**src/verilog/ssp_pkg.sv**
```systemverilog
// Shared constants and types of the serial command port.
package ssp_pkg;

	// ------------------------------------------------------------------
	// Command byte values
	// ------------------------------------------------------------------
	localparam logic [7:0] CMD_LOAD_ADDRESS     = 8'h20;
	localparam logic [7:0] CMD_REGISTER_READ    = 8'h6d;
	localparam logic [7:0] CMD_REGISTER_WRITE   = 8'h2d;
	localparam logic [7:0] CMD_FIFO_STREAM_READ = 8'h5f;

	// ------------------------------------------------------------------
	// Byte positions counted from the falling edge of chip select
	// ------------------------------------------------------------------
	localparam logic [3:0] ADDR_HIGH_BYTE  = 4'h1;
	localparam logic [3:0] ADDR_LOW_BYTE   = 4'h2;
	localparam logic [3:0] READ_DATA_BYTE  = 4'h2;
	localparam logic [3:0] FIFO_DATA_BYTE  = 4'h7;
	localparam logic [3:0] WRITE_NARROW_END = 4'h2;
	localparam logic [3:0] WRITE_WIDE_END  = 4'h4;
	localparam logic [3:0] BYTE_IDX_MAX    = 4'hf;
	localparam logic [2:0] LAST_BIT        = 3'h7;
	localparam logic [2:0] NARROW_BYTES    = 3'h2;
	localparam logic [2:0] WIDE_BYTES      = 3'h4;

	// ------------------------------------------------------------------
	// Response buffer
	// ------------------------------------------------------------------
	localparam logic [1:0] BUF_DEPTH = 2'h2;

	// ------------------------------------------------------------------
	// Types
	// ------------------------------------------------------------------
	typedef enum logic [2:0] {
		MODE_IDLE  = 3'b000,
		MODE_ADDR  = 3'b001,
		MODE_RDREG = 3'b010,
		MODE_WRREG = 3'b011,
		MODE_FIFO  = 3'b100,
		MODE_SKIP  = 3'b101
	} ssp_mode_type;

	typedef enum logic [1:0] {
		KIND_READ  = 2'b00,
		KIND_WRITE = 2'b01,
		KIND_FIFO  = 2'b10
	} ssp_kind_type;

	typedef struct packed {
		ssp_kind_type kind;
		logic [15:0]  addr;
		logic [31:0]  wdata;
	} ssp_req_type;

	typedef struct packed {
		logic [1:0]   cs_sync;
		logic [1:0]   sclk_sync;
		logic [1:0]   mosi_sync;
		logic         sclk_prev;
		logic         cs_prev;
		logic [2:0]   bit_cnt;
		logic [3:0]   byte_idx;
		logic [7:0]   rx_sr;
		ssp_mode_type mode;
		logic [7:0]   addr_hi;
		logic         wide;
		logic [31:0]  tx_word;
		logic [2:0]   tx_left;
		logic         miso;
		logic         miso_oe;
		logic [31:0]  buf0;
		logic [31:0]  buf1;
		logic [1:0]   buf_cnt;
		logic         buf_ready;
		logic         pend;
		logic         discard;
		logic         req_valid;
		ssp_req_type  req;
		logic         underflow;
	} ssp_state_type;

endpackage : ssp_pkg

```
**src/verilog/ssp_spi_port.sv**
```systemverilog
// Serial command port: byte framing, command decode and read streaming.
//
// Behaviour
// - Chip select high: ignore clock and data.
// - Launch on falling edge, capture on rising.
// - Bytes framed from chip select fall.
// - Bit 7 first, both directions.
// - Chip select rise abandons the transaction.
// - First byte is the command byte.
// - Command 0x20 loads the register address.
// - Command 0x6d reads register at address.
// - Command 0x2d writes register at address.
// - Command 0x5f streams result FIFO words.
// - Address: two bytes, high byte first.
// - Write carries 16 or 32 data bits.
// - Read: dummy byte, then 16/32 bits.
// - Drive read data only in data phase.
// - FIFO data after six dummy bytes, continuous.
// - Prefetch from empty FIFO flags underflow.
`timescale 1ns/100ps

module ssp_spi_port (
	input  wire logic                CORE_CLK,
	input  wire logic                ARST_N,
	input  wire logic                CS_N,
	input  wire logic                SCLK,
	input  wire logic                MOSI,
	output logic                     MISO,
	output logic                     MISO_OE,
	output logic                     REQ_VALID,
	output ssp_pkg::ssp_req_type     REQ,
	input  wire logic                REG_WIDE,
	input  wire logic                FIFO_EMPTY,
	input  wire logic                RSP_VALID,
	input  wire logic [31:0]         RSP_DATA,
	output logic                     RSP_READY,
	output logic                     UNDERFLOW
);

	// ------------------------------------------------------------------
	// State
	// ------------------------------------------------------------------
	ssp_pkg::ssp_state_type s_q;
	ssp_pkg::ssp_state_type s_d;

	logic        cs_act;
	logic        sclk_rise;
	logic        sclk_fall;
	logic [7:0]  rx_byte;
	logic [31:0] wd_next;
	logic [31:0] head;
	logic        have_head;

	// ------------------------------------------------------------------
	// Helpers
	// ------------------------------------------------------------------
	// One step of the shifter; the top bit is the next one on the line.
	function automatic logic [31:0] shift_word(
		input logic [31:0] w
	);
		return {w[30:0], 1'b0};
	endfunction : shift_word

	// Byte positions at which a new data word starts in the given mode.
	function automatic logic word_start(
		input ssp_pkg::ssp_mode_type m,
		input logic [3:0]            idx
	);
		return (m == ssp_pkg::MODE_RDREG &&
		        idx == ssp_pkg::READ_DATA_BYTE) ||
		       (m == ssp_pkg::MODE_FIFO &&
		        idx >= ssp_pkg::FIFO_DATA_BYTE);
	endfunction : word_start

	// Last byte of a write data phase for the register's width.
	function automatic logic write_end(
		input logic       wide,
		input logic [3:0] idx
	);
		return wide ? (idx == ssp_pkg::WRITE_WIDE_END) :
		              (idx == ssp_pkg::WRITE_NARROW_END);
	endfunction : write_end

	// ------------------------------------------------------------------
	// Next state
	// ------------------------------------------------------------------
	always_comb begin
		s_d = s_q;
		s_d.req_valid = 1'b0;

		// Pins pass two flip-flops; only the second stage is read below.
		s_d.cs_sync   = {s_q.cs_sync[0], CS_N};
		s_d.sclk_sync = {s_q.sclk_sync[0], SCLK};
		s_d.mosi_sync = {s_q.mosi_sync[0], MOSI};
		s_d.sclk_prev = s_q.sclk_sync[1];
		s_d.cs_prev   = s_q.cs_sync[1];

		// Edges are found one stage after the synchroniser, so the serial
		// clock must stay well below the sampling rate.
		cs_act    = !s_q.cs_sync[1];
		sclk_rise = cs_act && s_q.sclk_sync[1] && !s_q.sclk_prev;
		sclk_fall = cs_act && !s_q.sclk_sync[1] && s_q.sclk_prev;
		rx_byte   = {s_q.rx_sr[6:0], s_q.mosi_sync[1]};
		wd_next   = {s_q.req.wdata[23:0], rx_byte};
		head      = s_q.buf0;
		have_head = (s_q.buf_cnt != 2'h0);

		// --------------------------------------------------------------
		// Response buffer fill
		// --------------------------------------------------------------
		if (RSP_VALID && s_q.buf_ready) begin
			s_d.pend = 1'b0;
			if (s_q.discard) begin
				// A late answer to an abandoned request is dropped.
				s_d.discard = 1'b0;
			end else if (s_q.buf_cnt == 2'h0) begin
				s_d.buf0    = RSP_DATA;
				s_d.buf_cnt = 2'h1;
			end else begin
				s_d.buf1    = RSP_DATA;
				s_d.buf_cnt = ssp_pkg::BUF_DEPTH;
			end
		end

		// --------------------------------------------------------------
		// Receive side: capture on rising edge
		// --------------------------------------------------------------
		if (sclk_rise) begin
			s_d.rx_sr   = rx_byte;
			s_d.bit_cnt = s_q.bit_cnt + 3'h1;
			if (s_q.bit_cnt == ssp_pkg::LAST_BIT) begin
				if (s_q.byte_idx != ssp_pkg::BYTE_IDX_MAX) begin
					s_d.byte_idx = s_q.byte_idx + 4'h1;
				end
				if (s_q.byte_idx == 4'h0) begin
					s_d.req.wdata = 32'h0;
					// Width is taken with the command byte; the decode
					// behind the port must have settled by then.
					s_d.wide      = REG_WIDE;
					unique case (rx_byte)
						ssp_pkg::CMD_LOAD_ADDRESS: begin
							s_d.mode = ssp_pkg::MODE_ADDR;
						end
						ssp_pkg::CMD_REGISTER_READ: begin
							s_d.mode      = ssp_pkg::MODE_RDREG;
							s_d.req.kind  = ssp_pkg::KIND_READ;
							s_d.req_valid = !s_q.pend;
							s_d.pend      = 1'b1;
						end
						ssp_pkg::CMD_REGISTER_WRITE: begin
							s_d.mode = ssp_pkg::MODE_WRREG;
						end
						ssp_pkg::CMD_FIFO_STREAM_READ: begin
							s_d.mode = ssp_pkg::MODE_FIFO;
						end
						default: begin
							s_d.mode = ssp_pkg::MODE_SKIP;
						end
					endcase
				end else begin
					unique case (s_q.mode)
						ssp_pkg::MODE_ADDR: begin
							if (s_q.byte_idx == ssp_pkg::ADDR_HIGH_BYTE) begin
								s_d.addr_hi = rx_byte;
							end
							if (s_q.byte_idx == ssp_pkg::ADDR_LOW_BYTE) begin
								s_d.req.addr = {s_q.addr_hi, rx_byte};
							end
						end
						ssp_pkg::MODE_WRREG: begin
							if (s_q.byte_idx <= ssp_pkg::WRITE_WIDE_END) begin
								s_d.req.wdata = wd_next;
							end
							if (write_end(s_q.wide, s_q.byte_idx)) begin
								s_d.req.kind  = ssp_pkg::KIND_WRITE;
								s_d.req.wdata = s_q.wide ? wd_next :
								                {16'h0, wd_next[15:0]};
								s_d.req_valid = 1'b1;
							end
						end
						default: begin
						end
					endcase
				end
			end
		end

		// --------------------------------------------------------------
		// Transmit side: launch on falling edge
		// --------------------------------------------------------------
		if (sclk_fall) begin
			if (s_q.bit_cnt != 3'h0) begin
				s_d.miso    = s_q.tx_word[31];
				s_d.tx_word = shift_word(s_q.tx_word);
			end else if (s_q.tx_left != 3'h0) begin
				s_d.miso    = s_q.tx_word[31];
				s_d.tx_word = shift_word(s_q.tx_word);
				s_d.tx_left = s_q.tx_left - 3'h1;
				s_d.miso_oe = 1'b1;
			end else if (word_start(s_q.mode, s_q.byte_idx)) begin
				// Data phase word boundary: take the buffer head.
				if (s_q.mode == ssp_pkg::MODE_RDREG && !s_q.wide) begin
					s_d.tx_word = {head[15:0], 16'h0};
					s_d.tx_left = ssp_pkg::NARROW_BYTES - 3'h1;
				end else begin
					s_d.tx_word = head;
					s_d.tx_left = ssp_pkg::WIDE_BYTES - 3'h1;
				end
				if (!have_head) begin
					// Not ready in time: the word goes out as zero.
					s_d.tx_word = 32'h0;
				end
				s_d.miso    = have_head && s_d.tx_word[31];
				s_d.tx_word = shift_word(s_d.tx_word);
				s_d.miso_oe = 1'b1;
				if (have_head) begin
					// The second entry is taken as it stands after this
					// cycle's fill, so an answer landing now is kept.
					s_d.buf0    = s_d.buf1;
					s_d.buf_cnt = s_d.buf_cnt - 2'h1;
				end
			end else begin
				s_d.miso    = 1'b0;
				s_d.miso_oe = 1'b0;
			end
		end

		// --------------------------------------------------------------
		// FIFO prefetch keeps the buffer topped up while streaming
		// --------------------------------------------------------------
		// Only one fetch is outstanding at a time; the two entries and the
		// shifter together hide the latency of the answer path.
		if (s_d.mode == ssp_pkg::MODE_FIFO && !s_d.pend &&
		    s_d.buf_cnt != ssp_pkg::BUF_DEPTH && !s_d.req_valid) begin
			s_d.req.kind  = ssp_pkg::KIND_FIFO;
			s_d.req_valid = 1'b1;
			s_d.pend      = 1'b1;
			if (FIFO_EMPTY) begin
				s_d.underflow = 1'b1;
			end
		end

		// --------------------------------------------------------------
		// Chip select framing
		// --------------------------------------------------------------
		if (!cs_act) begin
			// Abandon the frame; the address and underflow flag are kept, an outstanding answer is discarded.
			// A partial byte is dropped as the counters restart with the
			// next select.
			s_d.bit_cnt   = 3'h0;
			s_d.byte_idx  = 4'h0;
			s_d.mode      = ssp_pkg::MODE_IDLE;
			s_d.tx_left   = 3'h0;
			s_d.miso      = 1'b0;
			s_d.miso_oe   = 1'b0;
			s_d.buf_cnt   = 2'h0;
			s_d.req_valid = 1'b0;
			if (s_d.pend && !(RSP_VALID && s_q.buf_ready)) begin
				s_d.discard = 1'b1;
			end
		end else if (s_q.cs_prev) begin
			// Fresh transaction: the error flag restarts with it.
			s_d.underflow = 1'b0;
		end

		s_d.buf_ready = (s_d.buf_cnt != ssp_pkg::BUF_DEPTH);
	end

	// ------------------------------------------------------------------
	// Registers
	// ------------------------------------------------------------------
	always_ff @(posedge CORE_CLK or negedge ARST_N) begin
		if (!ARST_N) begin
			// Synchronisers start at their pins' idle levels, so no false
			// select is seen in the first cycles after reset.
			s_q         <= '0;
			s_q.cs_sync <= 2'h3;
			s_q.cs_prev <= 1'h1;
		end else begin
			s_q <= s_d;
		end
	end

	// ------------------------------------------------------------------
	// Outputs
	// ------------------------------------------------------------------
	assign MISO      = s_q.miso;
	assign MISO_OE   = s_q.miso_oe;
	assign REQ_VALID = s_q.req_valid;
	assign REQ       = s_q.req;
	assign RSP_READY = s_q.buf_ready;
	assign UNDERFLOW = s_q.underflow;

endmodule : ssp_spi_port

```
**config.mk**
```make
export PLATFORM = sky130hd
export DESIGN_NAME = ssp_spi_port
export DESIGN_NICKNAME = d
export VERILOG_FILES = /design/src/verilog/ssp_pkg.sv /design/src/verilog/ssp_spi_port.sv
export SDC_FILE = /design/constraint.sdc
export NUM_CORES = 1
export LEC_CHECK = 0
export ABC_AREA = 1
export BUFFER_PORTS_ARGS = -buffer_cell sky130_fd_sc_hd__buf_2
export CORE_MARGIN = 3
export CORE_UTILIZATION = 45
export DETAILED_ROUTE_END_ITERATION = 6
export PLACE_DENSITY = 0.63
export SKIP_LAST_GASP = 1
export SYNTH_ARGS = -nofsm -noshare
export SYNTH_HDL_FRONTEND = slang
export SYNTH_SLANG_ARGS = --single-unit
```
**constraint.sdc**
```tcl
create_clock -name CORE_CLK -period 2 [get_ports CORE_CLK]
set_input_delay 0.1 -clock CORE_CLK [delete_from_list [all_inputs] [get_ports CORE_CLK]]
set_output_delay 0.1 -clock CORE_CLK [all_outputs]
set_load 0.02 [all_outputs]
```
; ---- After elaboration in Yosys (flattened, before gate mapping)
; Index checks and enable logic that the tools add are counted.
[totals]
reg_bits = 193
input_bits = 40
output_inout_bits = 55
wordCells = 168
[op_classes]
n_addsub = 4
n_lt_le_gt_ge = 2
eq_ne = 18
n_mux = 69
n_bitwise = 1
n_reduce_logical = 48
[ops]
columns = op, n
row1 = 32-bit 2-to-1 mux, 16
row2 = 66-bit 2-to-1 mux, 2
row3 = 51-bit 2-to-1 mux, 2
row4 = 37-bit 2-to-1 mux, 2
row5 = 35-bit 2-to-1 mux, 2
row6 = 16-bit 2-to-1 mux, 3
row7 = 33-bit 2-to-1 mux, 1
row8 = 27-bit 2-to-1 mux, 1
row9 = 3-bit 2-to-1 mux, 8
row10 = 8-bit 2-to-1 mux, 3
row11 = 3-bit nonzero test, 7
row12 = 2-bit 2-to-1 mux, 10
row13 = 8-bit by 6-bit equality test with 1-bit output (second input constant), 2
row14 = 8-bit by 7-bit equality test with 1-bit output (second input constant), 2
row15 = 2-bit nonzero test, 8
row16 = 5-bit AND reduction, 3
row17 = 1-bit logical AND, 13
row18 = 1-bit 2-to-1 mux, 13
row19 = 12-bit 2-to-1 mux, 1
row20 = 3-bit one-hot mux with 4 select lines, 1
row21 = 3-bit equality test (second input constant), 3
row22 = 3-bit AND reduction, 3
row23 = 1-bit zero test, 8
row24 = 4-bit 2-to-1 mux, 2
row25 = other kinds (22), 26

; ---- Logic depth before layout (Yosys ltp)
; Gate-level depths: netlist of the first run.
[depth]
ltp_word = 17
mapped_depth = 14
ltp_nobuf = 14

; ---- Worst setup path before layout of the first run
; No wires, ideal clock.
[synth_timing]
path_kind = reg-to-reg
start = reg s_q[182] in the netlist's numbering
end = reg s_q (netlist bit REQ[44])
setup_ns = 0.125
arrival_ns = 1.703
t_required_ns = 1.875
path_slack_ns = 0.172
stages_incl_launch_ff = 8
path_buffers = 1
period_less_slack_ns = 1.828
path_cell_list = dfrtp_1 > ha_1 > ha_1 > inv_1 > nor4_1 > nand3_2 > buf_6 > mux2_4
[synth_via]
elab_chain_len = 2
[synth_lines]
columns = item, line_no
row1 = "start, declared", ssp_spi_port.sv:43  ; ssp_pkg::ssp_state_type s_q;
row2 = 3-bit equality test, ssp_spi_port.sv:131  ; if (s_q.bit_cnt == ssp_pkg::LAST_BIT) begin
row3 = 5-bit AND reduction (no line), n/a
; No other way between the ends.
; A chain may end at the register's enable or synchronous reset.

; ---- Final worst setup path of the first run
[layout_timing]
start = reg s_q[182] in the netlist's numbering
end = reg s_q (netlist bit REQ[49])
[layout_via]
elab_chain_len = 9
elab_cells_between_ends = 24
cone_classes = eq/ne: 4 / mux: 9 / reduce/logical: 11
[layout_lines]
columns = item, line_no
row1 = 3-bit equality test, ssp_spi_port.sv:131
row2 = 12-bit 2-to-1 mux or 1-bit 2-to-1 mux (tied branches), ssp_spi_port.sv:131
row3 = 27-bit 2-to-1 mux or 1-bit 2-to-1 mux (tied branches), ssp_spi_port.sv:128  ; if (sclk_rise) begin
row4 = 3-bit equality test or 1-bit zero test (tied branches), ssp_spi_port.sv:233  ; if (s_d.mode == ssp_pkg::MODE_FIFO && !s_d.pend &&
row5 = 1-bit logical AND (2 in a row), ssp_spi_port.sv:233
row6 = 1-bit logical AND, ssp_spi_port.sv:234  ; s_d.buf_cnt != ssp_pkg::BUF_DEPTH && !s_d.req_valid) begin
row7 = "3-bit by 1-bit inequality test with 1-bit output (no line), or another cell as far along", n/a
row8 = 5-bit AND reduction (no line), n/a
; Parallel ways exist; a longest one is shown, timed or not. The select of a mux whose other input is x is not followed.

==> results of run 1 <==
[cells in the mapped netlist, types with 3 or more instances]
master / n / area [um2]
a21oi_1: 44 / 220.2
buf_1: 3 / 11.26
buf_2: 15 / 75.07
buf_4: 51 / 382.9
buf_6: 4 / 45.04
clkbuf_1: 17 / 63.81
dfrtp_1: 188 / 4705
dfstp_2: 3 / 78.83
ha_1: 9 / 112.6
inv_1: 122 / 457.9
inv_2: 15 / 56.30
mux2_2: 34 / 382.9
mux2_4: 4 / 60.06
nand2_1: 150 / 563.0
nand2_2: 10 / 62.56
nand3_1: 24 / 120.1
nand3_2: 5 / 50.05
nand4_1: 6 / 37.54
nor2_1: 38 / 142.6
nor2_2: 5 / 31.28
nor2_4: 4 / 45.04
o211ai_1: 44 / 330.3
o21ai_0: 87 / 435.4
o21ai_1: 38 / 190.2
o22ai_1: 22 / 137.6
[layout by cell type (no fill, tap or decap), types with 9 or more instances in the layout]
cell type and count:
dfrtp_1 188, o21ai_0 86, nand2_1 147, clkbuf_16 17, buf_12 9, mux2_2 34, buf_2 93, o21ai_1 39
inv_1 121, buf_4 24, nand2_2 12, o22ai_1 22, dlygate4sd3_1 37, inv_2 16, a21oi_1 44, nand3_1 24
o211ai_1 44, nor2_1 38
[sequential cells by signal, summed over array words and instances (netlist names), 5 cells and up]
name,flops
REQ,50
s_d,5
s_q,91
rx_byte,8
head,32
[tightest hold or removal path: stages]
cell     delay, ns
buf_2         0.11
inv_1         0.06
o21ai_0       0.11
[power breakdown]
group	internal, W	switching [W]	total (W)
logic	0.000685	0.000889	0.00157
clock network	0.00204	0.00163	0.00367
registers	0.00446	0.000249	0.00470
total	0.00718	0.00276	0.00995
[how the worst min path moves through the flow]
stage	start	cells after the start	slack, ns	end
2_1_floorplan	ARST_N	0	-0.20	MISO$_DFFE_PN0P_
3_3_place_gp	ARST_N	1	0.11	REQ[44]$_DFFE_PN0P_
3_5_place_dp	ARST_N	1	0.11	REQ[44]$_DFFE_PN0P_
4_1_cts	RSP_DATA[31]	3	0.003	s_q[88]$_DFF_PN0_
5_1_grt	RSP_DATA[31]	3	0.07	s_q[88]$_DFF_PN0_
6_report	RSP_DATA[31]	3	0.01	s_q[88]$_DFF_PN0_
[per-layer routing]
metal	wire, um	vias to the layer above
met2	9103	163
li1	-	3314
met4	330	0
met5	0	-
met1	8659	3171
met3	811	28
[through the flow]
stage | TNS, ns | area, um2
6_report | 0 | 10720
5_1_grt | -0.04950 | 10720
4_1_cts | -0.004632 | 10650
3_5_place_dp | -0.7679 | 9628
3_3_place_gp | 0 | 9628
2_1_floorplan | 0 | 9050
[what timing repair did]
item	4_1_cts	5_1_grt
endpoints found under the hold margin	91	0
setup endpoints to repair	24	35
hold buffers	37	0
pin swaps	0	3
gates resized for setup	1	12
setup buffers	0	3
[kinds of logic (layout without fill, tap and decap cells)]
| logic type | count (synthesis) | count (layout) | synth area share, % |
|---|---|---|---|
| adders and majority gates | 9 | 9 | 1.244 |
| and+or+nand+nor | 252 | 252 | 13.01 |
| muxes | 39 | 39 | 5.019 |
| xor gates and xnor gates | 1 | 1 | 0.09680 |
| buffers and inverters | 228 | 335 | 12.17 |
| DFF | 191 | 191 | 52.85 |
| AOI/OAI and AO/OA | 244 | 244 | 15.61 |
[layout make-up]
type                       instances  area, um2
multi-input combinational        545       3209
clock buffer                      17      425.4
fill                            1739       8875
timing repair buffer             165       1221
clock inverter                    15      221.5
tap                              265      331.6
inverter                         138      523.0
sequential                       191       4783
==> qor.yml, run 1 <==
status:
  outcome: "finished, final reports clean"
global_route:
  grtUsageMet3_pct: 2.912
  grt_busiest_layer: "met2"
  use_met2_pct: 29.50
  grt_overflow_total: 0
  use_met1_pct: 24.87
  track_usage_pct: 18.11
  grt_pass1_vias: 6472
  grt_first_pass_wirelength_um: 32340
  antenna_found_initial: 0
  grt_max_degree: 63
hold_path:
  worstHoldPathType: "input port to flip-flop"
place:
  io_buffers: 94
  place.gp.congestion: 0.8097
  dp_cells: 1264
  place_ws_ns: -0.06788
  dp_hpwl_um: 12850
critical_path:
  reg2reg_slack_ns: 0.12
  reg2reg_depth: 10
  rr_endpoint: "REQ[49]$_DFFE_PN0P_"
  path_delay_family: "simple AND/OR/NAND/NOR gates"
  setup.worst_path.end: "REQ[49]$_DFFE_PN0P_"
  worstSetupPathDepth: 10
  critPathBufInv: 0
  slowest_stage: "dfrtp_1"
  slowest_delay_ns: 0.39
  worstSetupStartpoint: "s_q[182]$_DFFE_PN0P_"
  startpoint_type: "flip-flop"
  critical_path.most_common_cell: "nor2_4"
  path_max_fanout: 7
  required_ns: 2.32
  worstSetupPathType: "flip-flop to flip-flop"
  path_cells: "ha_1 > ha_4 > nand3_4 > nor2_4 > a21boi_0 > nand3_1 > nor2_4 > nand2_2 > o211ai_1 > nand2_1"
  rr_startpoint: "s_q[182]$_DFFE_PN0P_"
  arrival_ns: 2.20
  crit_path_end_kind: "flip-flop"
yosys:
  netlist_area_um2: 9050
  ys_seq_area_share_pct: 52.85
  synth_edf_count: 0
  ys_warn_count: 0
  async_reset_ff_share_pct: 100.0
  synth_nets: 1013
  ys_seq_elements: 191
  avgSynthCellArea_um2: 9.388
  synth_cell_type_count: 43
  synthCells: 964
  ys.flop_type: "dfrtp_1"
layout:
  final-instance-count-excl-fill: 1336
  synthToLayoutAreaGrowth_pct: 18.40
  drive_gt1_share_pct: 24.18
  postLayoutCoreUtil_pct: 54.70
  finalNetCount: 1107
  num_antenna_cells: 0
cts:
  cts_tree: "done"
  numCtsBuffers: 17
  clk_pin_slew_ns: 0.07
  cts-root-buf: "clkbuf_16"
  clock_latency_ns: 0.43
  clockBufferDepth: 2
  htree_levels: 4
  clock_sinks: 191
timing:
  whs_ns: 0.01077
  fin_crit_sh_pct: 94.06
  slew_headroom_pct: 61.80
  worst_slack_ns: 0.1188
  hold_viol: 0
  worst_pin_slew_ns: 0.5717
  setup_viol: 0
  slew_viol_final: 0
  rsz0062_at_grt: "true"
  post-route-min-period_ns: 1.881
  clock_skew_ns: 0.007908
  fmax_mhz: 531.6
route:
  first_pass_iters: 4
  initialDrtViolationCount: 361
  num_vias: 6676
  wl_per_cell_um: 14.15
  drc: 0
  routed_wl_um: 18910
  ant_nets: 0
  vias_per_cell: 4.997
floorplan:
  start_util_pct: 46.20
  rows: 51
  dieHeight_um: 147.8
  ios: 95
  fp.dieW_um: 147.8
  die_area_um2: 21850
  coreArea_um2: 19590
power:
  p_leak_nw: 5.305
  ir_worst_vdd_mv: 0.6170
  pwr_density_cell_nw_per_um2: 928.3
  finalPower_w: 0.009947
run:
  drv_cap: 0
No activity file was read; power rests on OpenSTA's default activity.
==> run 2, diff against run 1 <==
--- a/config.mk
+++ b/config.mk
@@ -8,9 +8,9 @@
 export ABC_AREA = 1
 export BUFFER_PORTS_ARGS = -buffer_cell sky130_fd_sc_hd__buf_2
 export CORE_MARGIN = 3
-export CORE_UTILIZATION = 45
+export CORE_UTILIZATION = 40
 export DETAILED_ROUTE_END_ITERATION = 6
-export PLACE_DENSITY = 0.63
+export PLACE_DENSITY = 0.55
 export SKIP_LAST_GASP = 1
 export SYNTH_ARGS = -nofsm -noshare
 export SYNTH_HDL_FRONTEND = slang
==> constraint.sdc (replaced) <==
create_clock -name CORE_CLK -period 2.3 [get_ports CORE_CLK]
set_input_delay 0.115 -clock CORE_CLK [delete_from_list [all_inputs] [get_ports CORE_CLK]]
set_output_delay 0.115 -clock CORE_CLK [all_outputs]
set_load 0.02 [all_outputs]
==> run 2 against run 1 <==
Effect of this change:
- core utilization is 7.0 points lower
- first-iteration DRC count down 16%
- count of clock-buffer cells in the layout stayed put
- global-route usage shrank 2.0 points
- design area shrank 2.1%
- combinational power is 15% lower
- sequential power shrank 13%
- critical endpoint is now s_q[151]$_DFFE_PN0P_
- largest power group unchanged
==> qor.yml, run 2 (synthesis results as in run 1) <==
layout:
  fillers: 2131  # +23%
  drive_gt1_share_pct: 22.35  # -1.8 points
  final_common_cell: "dfrtp_1"
  multiInputGateArea_um2: 3166  # -1.4%
  seqCellArea_um2: 4783  # unchanged
  top_register: "s_q"
  synthToLayoutAreaGrowth_pct: 15.97
  num_antenna_cells: 0  # unchanged
  largest_reg_flops: 91  # unchanged
  final_cell_mix: "dfrtp_1 (188), nand2_1 (150), inv_1 (122)"
  finalNetCount: 1092  # -1.4%
global_route:
  grt_first_pass_wirelength_um: 32000  # -1.1%
  use_met2_pct: 25.58  # -3.9 points
  grt_max_degree: 71  # +13%
  grtUsageMet3_pct: 3.153  # +0.24 points
  track_usage_pct: 16.06  # -2.0 points
  grt_overflow_total: 0  # unchanged
  grt_busiest_layer: "met2"
  grt_pass1_vias: 6340  # -2.0%
  antenna_found_initial: 0  # unchanged
  use_met1_pct: 22.80  # -2.1 points
place:
  place.gp.congestion: 0.8262  # +2.0%
  dp_hpwl_um: 12700  # -1.2%
  io_buffers: 94  # unchanged
cts:
  cts-root-buf: "clkbuf_16"
  cts_tree: "done"
  clockBufferDepth: 2  # unchanged
  post_cts_buffers: 0  # unchanged
  numCtsBuffers: 17  # unchanged
  clock_sinks: 191  # unchanged
  htree_levels: 4  # unchanged
  ctsHoldBuffers: 38  # +2.7%
  clock_latency_ns: 0.44  # about the same
  clk_pin_slew_ns: 0.08  # about the same
  cts_resized: 0  # -1
critical_path:
  rr_startpoint: "s_q[178]$_DFFE_PN0P_"
  path_max_fanout: 44  # +37
  worstSetupPathType: "flip-flop to flip-flop"
  arrival_ns: 2.38  # +0.18 ns
  required_ns: 2.66  # +0.34 ns
  crit_path_end_kind: "flip-flop"
  worstSetupStartpoint: "s_q[178]$_DFFE_PN0P_"
  startpoint_type: "flip-flop"
hold_path:
  hp-start: "RSP_VALID"
  worstHoldPathType: "input port to flip-flop"
route:
  routed_wl_um: 19100  # +1.0%
  wl_per_cell_um: 14.30  # +1.0%
  vias_per_cell: 4.890  # -2.1%
  drc: 0  # unchanged
  first_pass_iters: 5  # +1
  initialDrtViolationCount: 302  # -16%
  num_vias: 6533  # -2.1%
  ant_nets: 0  # unchanged
timing:
  rsz0062_at_grt: "false"
  fmax_mhz: 495.9  # -6.7%
  hold_viol: 0  # unchanged
  whs_ns: 0.05561  # +0.04484 ns
  clock_skew_ns: 0.01340  # +0.005494 ns
  setup_viol: 0  # unchanged
  worst_pin_slew_ns: 0.7289  # +0.1573 ns
  slew_viol_final: 0  # unchanged
  fin_crit_sh_pct: 87.68  # -6.4 points
  slew_headroom_pct: 51.33  # -10 points
  post-route-min-period_ns: 2.017  # +0.1354 ns
  fin_tns_setup_ns: 0  # unchanged
floorplan:
  fp.dieW_um: 156.4  # +5.8%
  rows: 54  # +5.9%
  ios: 95  # unchanged
  die_area_um2: 24470  # +12%
  dieHeight_um: 156.4  # +5.8%
  start_util_pct: 41.09  # -5.1 points
  coreArea_um2: 22030  # +12%
status:
  outcome: "finished, final reports clean"
power:
  p_leak_nw: 5.193  # -2.1%
  pwr_density_cell_nw_per_um2: 802.7  # -14%
  ir_worst_vdd_mv: 0.4718  # -24%
run:
  drv_cap: 0  # unchanged
[run 2: power breakdown]
group          internal [W]  switching [W]
combinational      0.000567       0.000773
clock               0.00149        0.00151
sequential          0.00387       0.000218
total               0.00593        0.00250
[run 2: cell type report]
cell class                      instances  share of cell area (%)
Multi-Input combinational cell        545                   30.16
Sequential cell                       191                   45.58
Tap cell                              280                   3.338
Inverter                              138                   4.983
Timing Repair Buffer                  150                   10.07
Clock inverter                         15                   1.812
Clock buffer                           17                   4.053
[run 2: final timing paths]
check                                       endpoint  slack (ns)  depth (start not counted)
worst min-delay path               s_q[52]$_DFF_PN0_        0.06                          4
worst max-delay path            s_q[151]$_DFFE_PN0P_        0.28                         10
worst min register to register  rx_byte[0]$_DFF_PN0_        0.34                          0
max in group asynchronous          head[3]$_DFF_PN0_        1.46                          3
min in group asynchronous       s_q[163]$_DFFE_PN0P_        0.16                          2
worst max register to register  s_q[151]$_DFFE_PN0P_        0.28                         10
[run 2: metrics by stage]
stage	instances	total power (W)	util, %	area, um2	setup WS, ns
after floorplan	964	0.005039	-	9050	0.4720
after global placement	1266	0.005428	43.13	9499	0.3298
after detailed placement	1266	0.005463	43.13	9499	0.2825
after CTS	1336	0.008543	47.65	10500	0.2752
after global routing	1336	0.008923	47.65	10500	0.04964
final	1336	0.008425	47.65	10500	0.2834
[run 2: worst max-delay path, cell delays in order (launching register included)]
cell,delay (ns)
dfrtp_1,0.43
inv_1,0.10
ha_1,0.14
inv_1,0.04
nor2_2,0.17
nand2_2,0.09
nand2_4,0.12
o21ai_4,0.06
inv_2,0.54
nor2_1,0.10
a21oi_1,0.14
[run 2: layer usage]
metal	routed length, um	vias up	share of wire, %
met5	0	-	0
met4	170	0	0.89
met3	720	14	3.8
met2	8749	120	46
met1	9461	3112	50
li1	-	3287	-
==> run 3, diff against run 2 <==
--- a/config.mk
+++ b/config.mk
@@ -9,8 +9,10 @@
 export BUFFER_PORTS_ARGS = -buffer_cell sky130_fd_sc_hd__buf_2
 export CORE_MARGIN = 3
 export CORE_UTILIZATION = 40
+export CTS_BUF_LIST = sky130_fd_sc_hd__clkbuf_4
 export DETAILED_ROUTE_END_ITERATION = 6
 export PLACE_DENSITY = 0.55
+export REMOVE_ABC_BUFFERS = 1
 export SKIP_LAST_GASP = 1
 export SYNTH_ARGS = -nofsm -noshare
 export SYNTH_HDL_FRONTEND = slang
==> run 3 against run 2 <==
Effect of this change:
- sequential share of layout area is 1.4 points higher
- clock power is 39% lower
- fmax down 1.4%
- critical path type unchanged
- sequential cell count is the same
- first-iteration DRC count rose by 37%
- setup slack got worse by 0.029 ns
- largest cell class unchanged
- core utilization fell by 1.4 points
==> qor.yml, run 3 (synthesis results as in run 1) <==
status:
  outcome: "finished, final reports clean"
cts:
  numCtsBuffers: 17  # unchanged
  cts_resized: 0  # unchanged
  clockBufferDepth: 2  # unchanged
  clock_sinks: 191  # unchanged
  clk_pin_slew_ns: 0.17  # +0.09 ns
  htree_levels: 4  # unchanged
  clock_latency_ns: 0.58  # +0.14 ns
  cts_tree: "done"
  cts-root-buf: "clkbuf_4"
power:
  power_switching_w: 0.002293  # -8.2%
  pwr-share-comb_pct: 18.4  # +2.5 points
  ir_worst_vdd_mv: 0.3034  # -36%
  power.internal_w: 0.004920  # -17%
  pwr_density_cell_nw_per_um2: 708.5  # -12%
  p_leak_nw: 5.050  # -2.8%
  p_seq_share_pct: 56.5  # +7.9 points
  clockPowerShare_pct: 25.1  # -10 points
  swShare_pct: 31.79  # +2.1 points
route:
  vias_per_cell: 4.902  # +0.24%
  drc: 0  # unchanged
  initialDrtViolationCount: 413  # +37%
  ant_nets: 0  # unchanged
  num_vias: 6578  # +0.69%
  wl_per_cell_um: 14.19  # -0.73%
  routed_wl_um: 19050  # -0.29%
  first_pass_iters: 4  # -1
timing:
  fin_crit_sh_pct: 88.96  # +1.3 points
  slew_viol_final: 0  # unchanged
  worst_pin_slew_ns: 0.6993  # -0.02960 ns
  fin_tns_setup_ns: 0  # unchanged
  slew_headroom_pct: 53.22  # +1.9 points
  post-route-min-period_ns: 2.046  # +0.02940 ns
  hold_viol: 0  # unchanged
  clock_skew_ns: 0.02136  # +0.007963 ns
  setup_viol: 0  # unchanged
  rsz0062_at_grt: "false"
  fmax_mhz: 488.8  # -1.4%
critical_path:
  path_cells: "inv_1 > ha_1 > inv_1 > nor2_2 > nand2_2 > nand2_4 > o21ai_4 > inv_2 > nor2_1 > a21oi_1"
  reg2reg_slack_ns: 0.25  # -0.03 ns
  rr_endpoint: "s_q[147]$_DFFE_PN0P_"
  worstSetupStartpoint: "s_q[178]$_DFFE_PN0P_"
  critical_path.most_common_cell: "inv_1"
  path_max_fanout: 44  # unchanged
  worstSetupPathType: "flip-flop to flip-flop"
  crit_path_end_kind: "flip-flop"
  reg2reg_depth: 10  # unchanged
  setup.worst_path.end: "s_q[147]$_DFFE_PN0P_"
  critPathBufInv: 3  # unchanged
  slowest_delay_ns: 0.51  # -0.03 ns
  slowest_stage: "inv_2"
  worstSetupPathDepth: 10  # unchanged
  startpoint_type: "flip-flop"
  path_delay_family: "buffers and inverters"
  rr_startpoint: "s_q[178]$_DFFE_PN0P_"
  arrival_ns: 2.55  # +0.17 ns
  required_ns: 2.80  # +0.14 ns
layout:
  final_common_cell: "dfrtp_1"
  largest_reg_flops: 91  # unchanged
  final_cell_mix: "dfrtp_1 (188), nand2_1 (150), inv_1 (122)"
  top_register: "s_q"
  drive_gt1_share_pct: 22.34  # about the same
  fillers: 2166  # +1.6%
  synthToLayoutAreaGrowth_pct: 12.50
  design_area_um2: 10180  # -3.0%
  finalNetCount: 1097  # +0.46%
global_route:
  grt_first_pass_wirelength_um: 32000  # about the same
  grt_pass1_vias: 6256  # -1.3%
  antenna_found_initial: 1  # +1
  grt_overflow_total: 0  # unchanged
  grt_max_degree: 65  # -8.5%
  track_usage_pct: 16.18  # +0.12 points
floorplan:
  fp.dieW_um: 156.4  # unchanged
  start_util_pct: 41.09  # unchanged
  dieHeight_um: 156.4  # unchanged
  rows: 54  # unchanged
  ios: 95  # unchanged
  die_area_um2: 24470  # unchanged
  coreArea_um2: 22030  # unchanged
run:
  drv_cap: 0  # unchanged
place:
  dp_hpwl_um: 12600  # -0.78%
  io_buffers: 94  # unchanged
  place_area_um2: 9489  # -0.11%
  place.gp.congestion: 0.7803  # -5.6%
hold_path:
  worstHoldPathType: "input port to flip-flop"
-- run 3: worst min-delay path by stage --
stage / startpoint / end / cells after the start
after floorplan: ARST_N / MISO$_DFFE_PN0P_ / 0
after global placement: ARST_N / REQ[43]$_DFFE_PN0P_ / 1
after detailed placement: ARST_N / REQ[43]$_DFFE_PN0P_ / 1
after CTS: CS_N / s_d[192]$_DFF_PN1_ / 2
after global routing: SCLK / s_d[190]$_DFF_PN0_ / 2
final: MOSI / s_d[188]$_DFF_PN0_ / 2
-- run 3: metal layers --
layer	GRT usage (%)	part of all wire, %
met3	3.650	3.9
met5	0	0
met1	23.30	49
met2	24.90	46
met4	4.002	1.1
-- run 3: power by group through the flow --
| stage | Clock, W | Combinational [W] | Sequential [W] |
|---|---|---|---|
| after floorplan | 0 | 0.000912 | 0.00409 |
| after global placement | 0 | 0.00128 | 0.00413 |
| after detailed placement | 0 | 0.00130 | 0.00414 |
| after CTS | 0.00189 | 0.00136 | 0.00408 |
| after global routing | 0.00204 | 0.00154 | 0.00414 |
| final | 0.00181 | 0.00133 | 0.00407 |
-- run 3: what timing repair did --
item / in CTS / in global routing
hold buffers: 41 / 0
endpoints found under the setup margin: 0 / 0
buffers inserted: 0 / 0
hold endpoints to repair: 259 / 0
-- run 3: final cells by class --
type / count / area, um2 / area share (%)
clock inverter: 15 / 151.4 / 1.487
tap: 280 / 350.3 / 3.441
timing repair buffer: 155 / 1077 / 10.58
multi-input combinational: 545 / 3166 / 31.09
inverter: 138 / 523.0 / 5.137
antenna: 1 / 2.502 / 0.02458
clock buffer: 17 / 127.6 / 1.254
sequential: 191 / 4783 / 46.98
-- run 3: through the flow --
step / cells / worst slack [ns] / total power, W / hold WS (ns) / utilization [%]
after CTS: 1341 / 0.2438 / 0.007324 / 0.1048 / 46.21
after global routing: 1342 / 0.01188 / 0.007715 / 0.1030 / 46.22
after detailed placement: 1268 / 0.2749 / 0.005442 / 0.1260 / 43.08
after global placement: 1268 / 0.2936 / 0.005407 / 0.1257 / 43.08
after floorplan: 874 / 0.1213 / 0.005004 / -0.1806 / -
final: 1342 / 0.2540 / 0.007213 / 0.1663 / 46.22
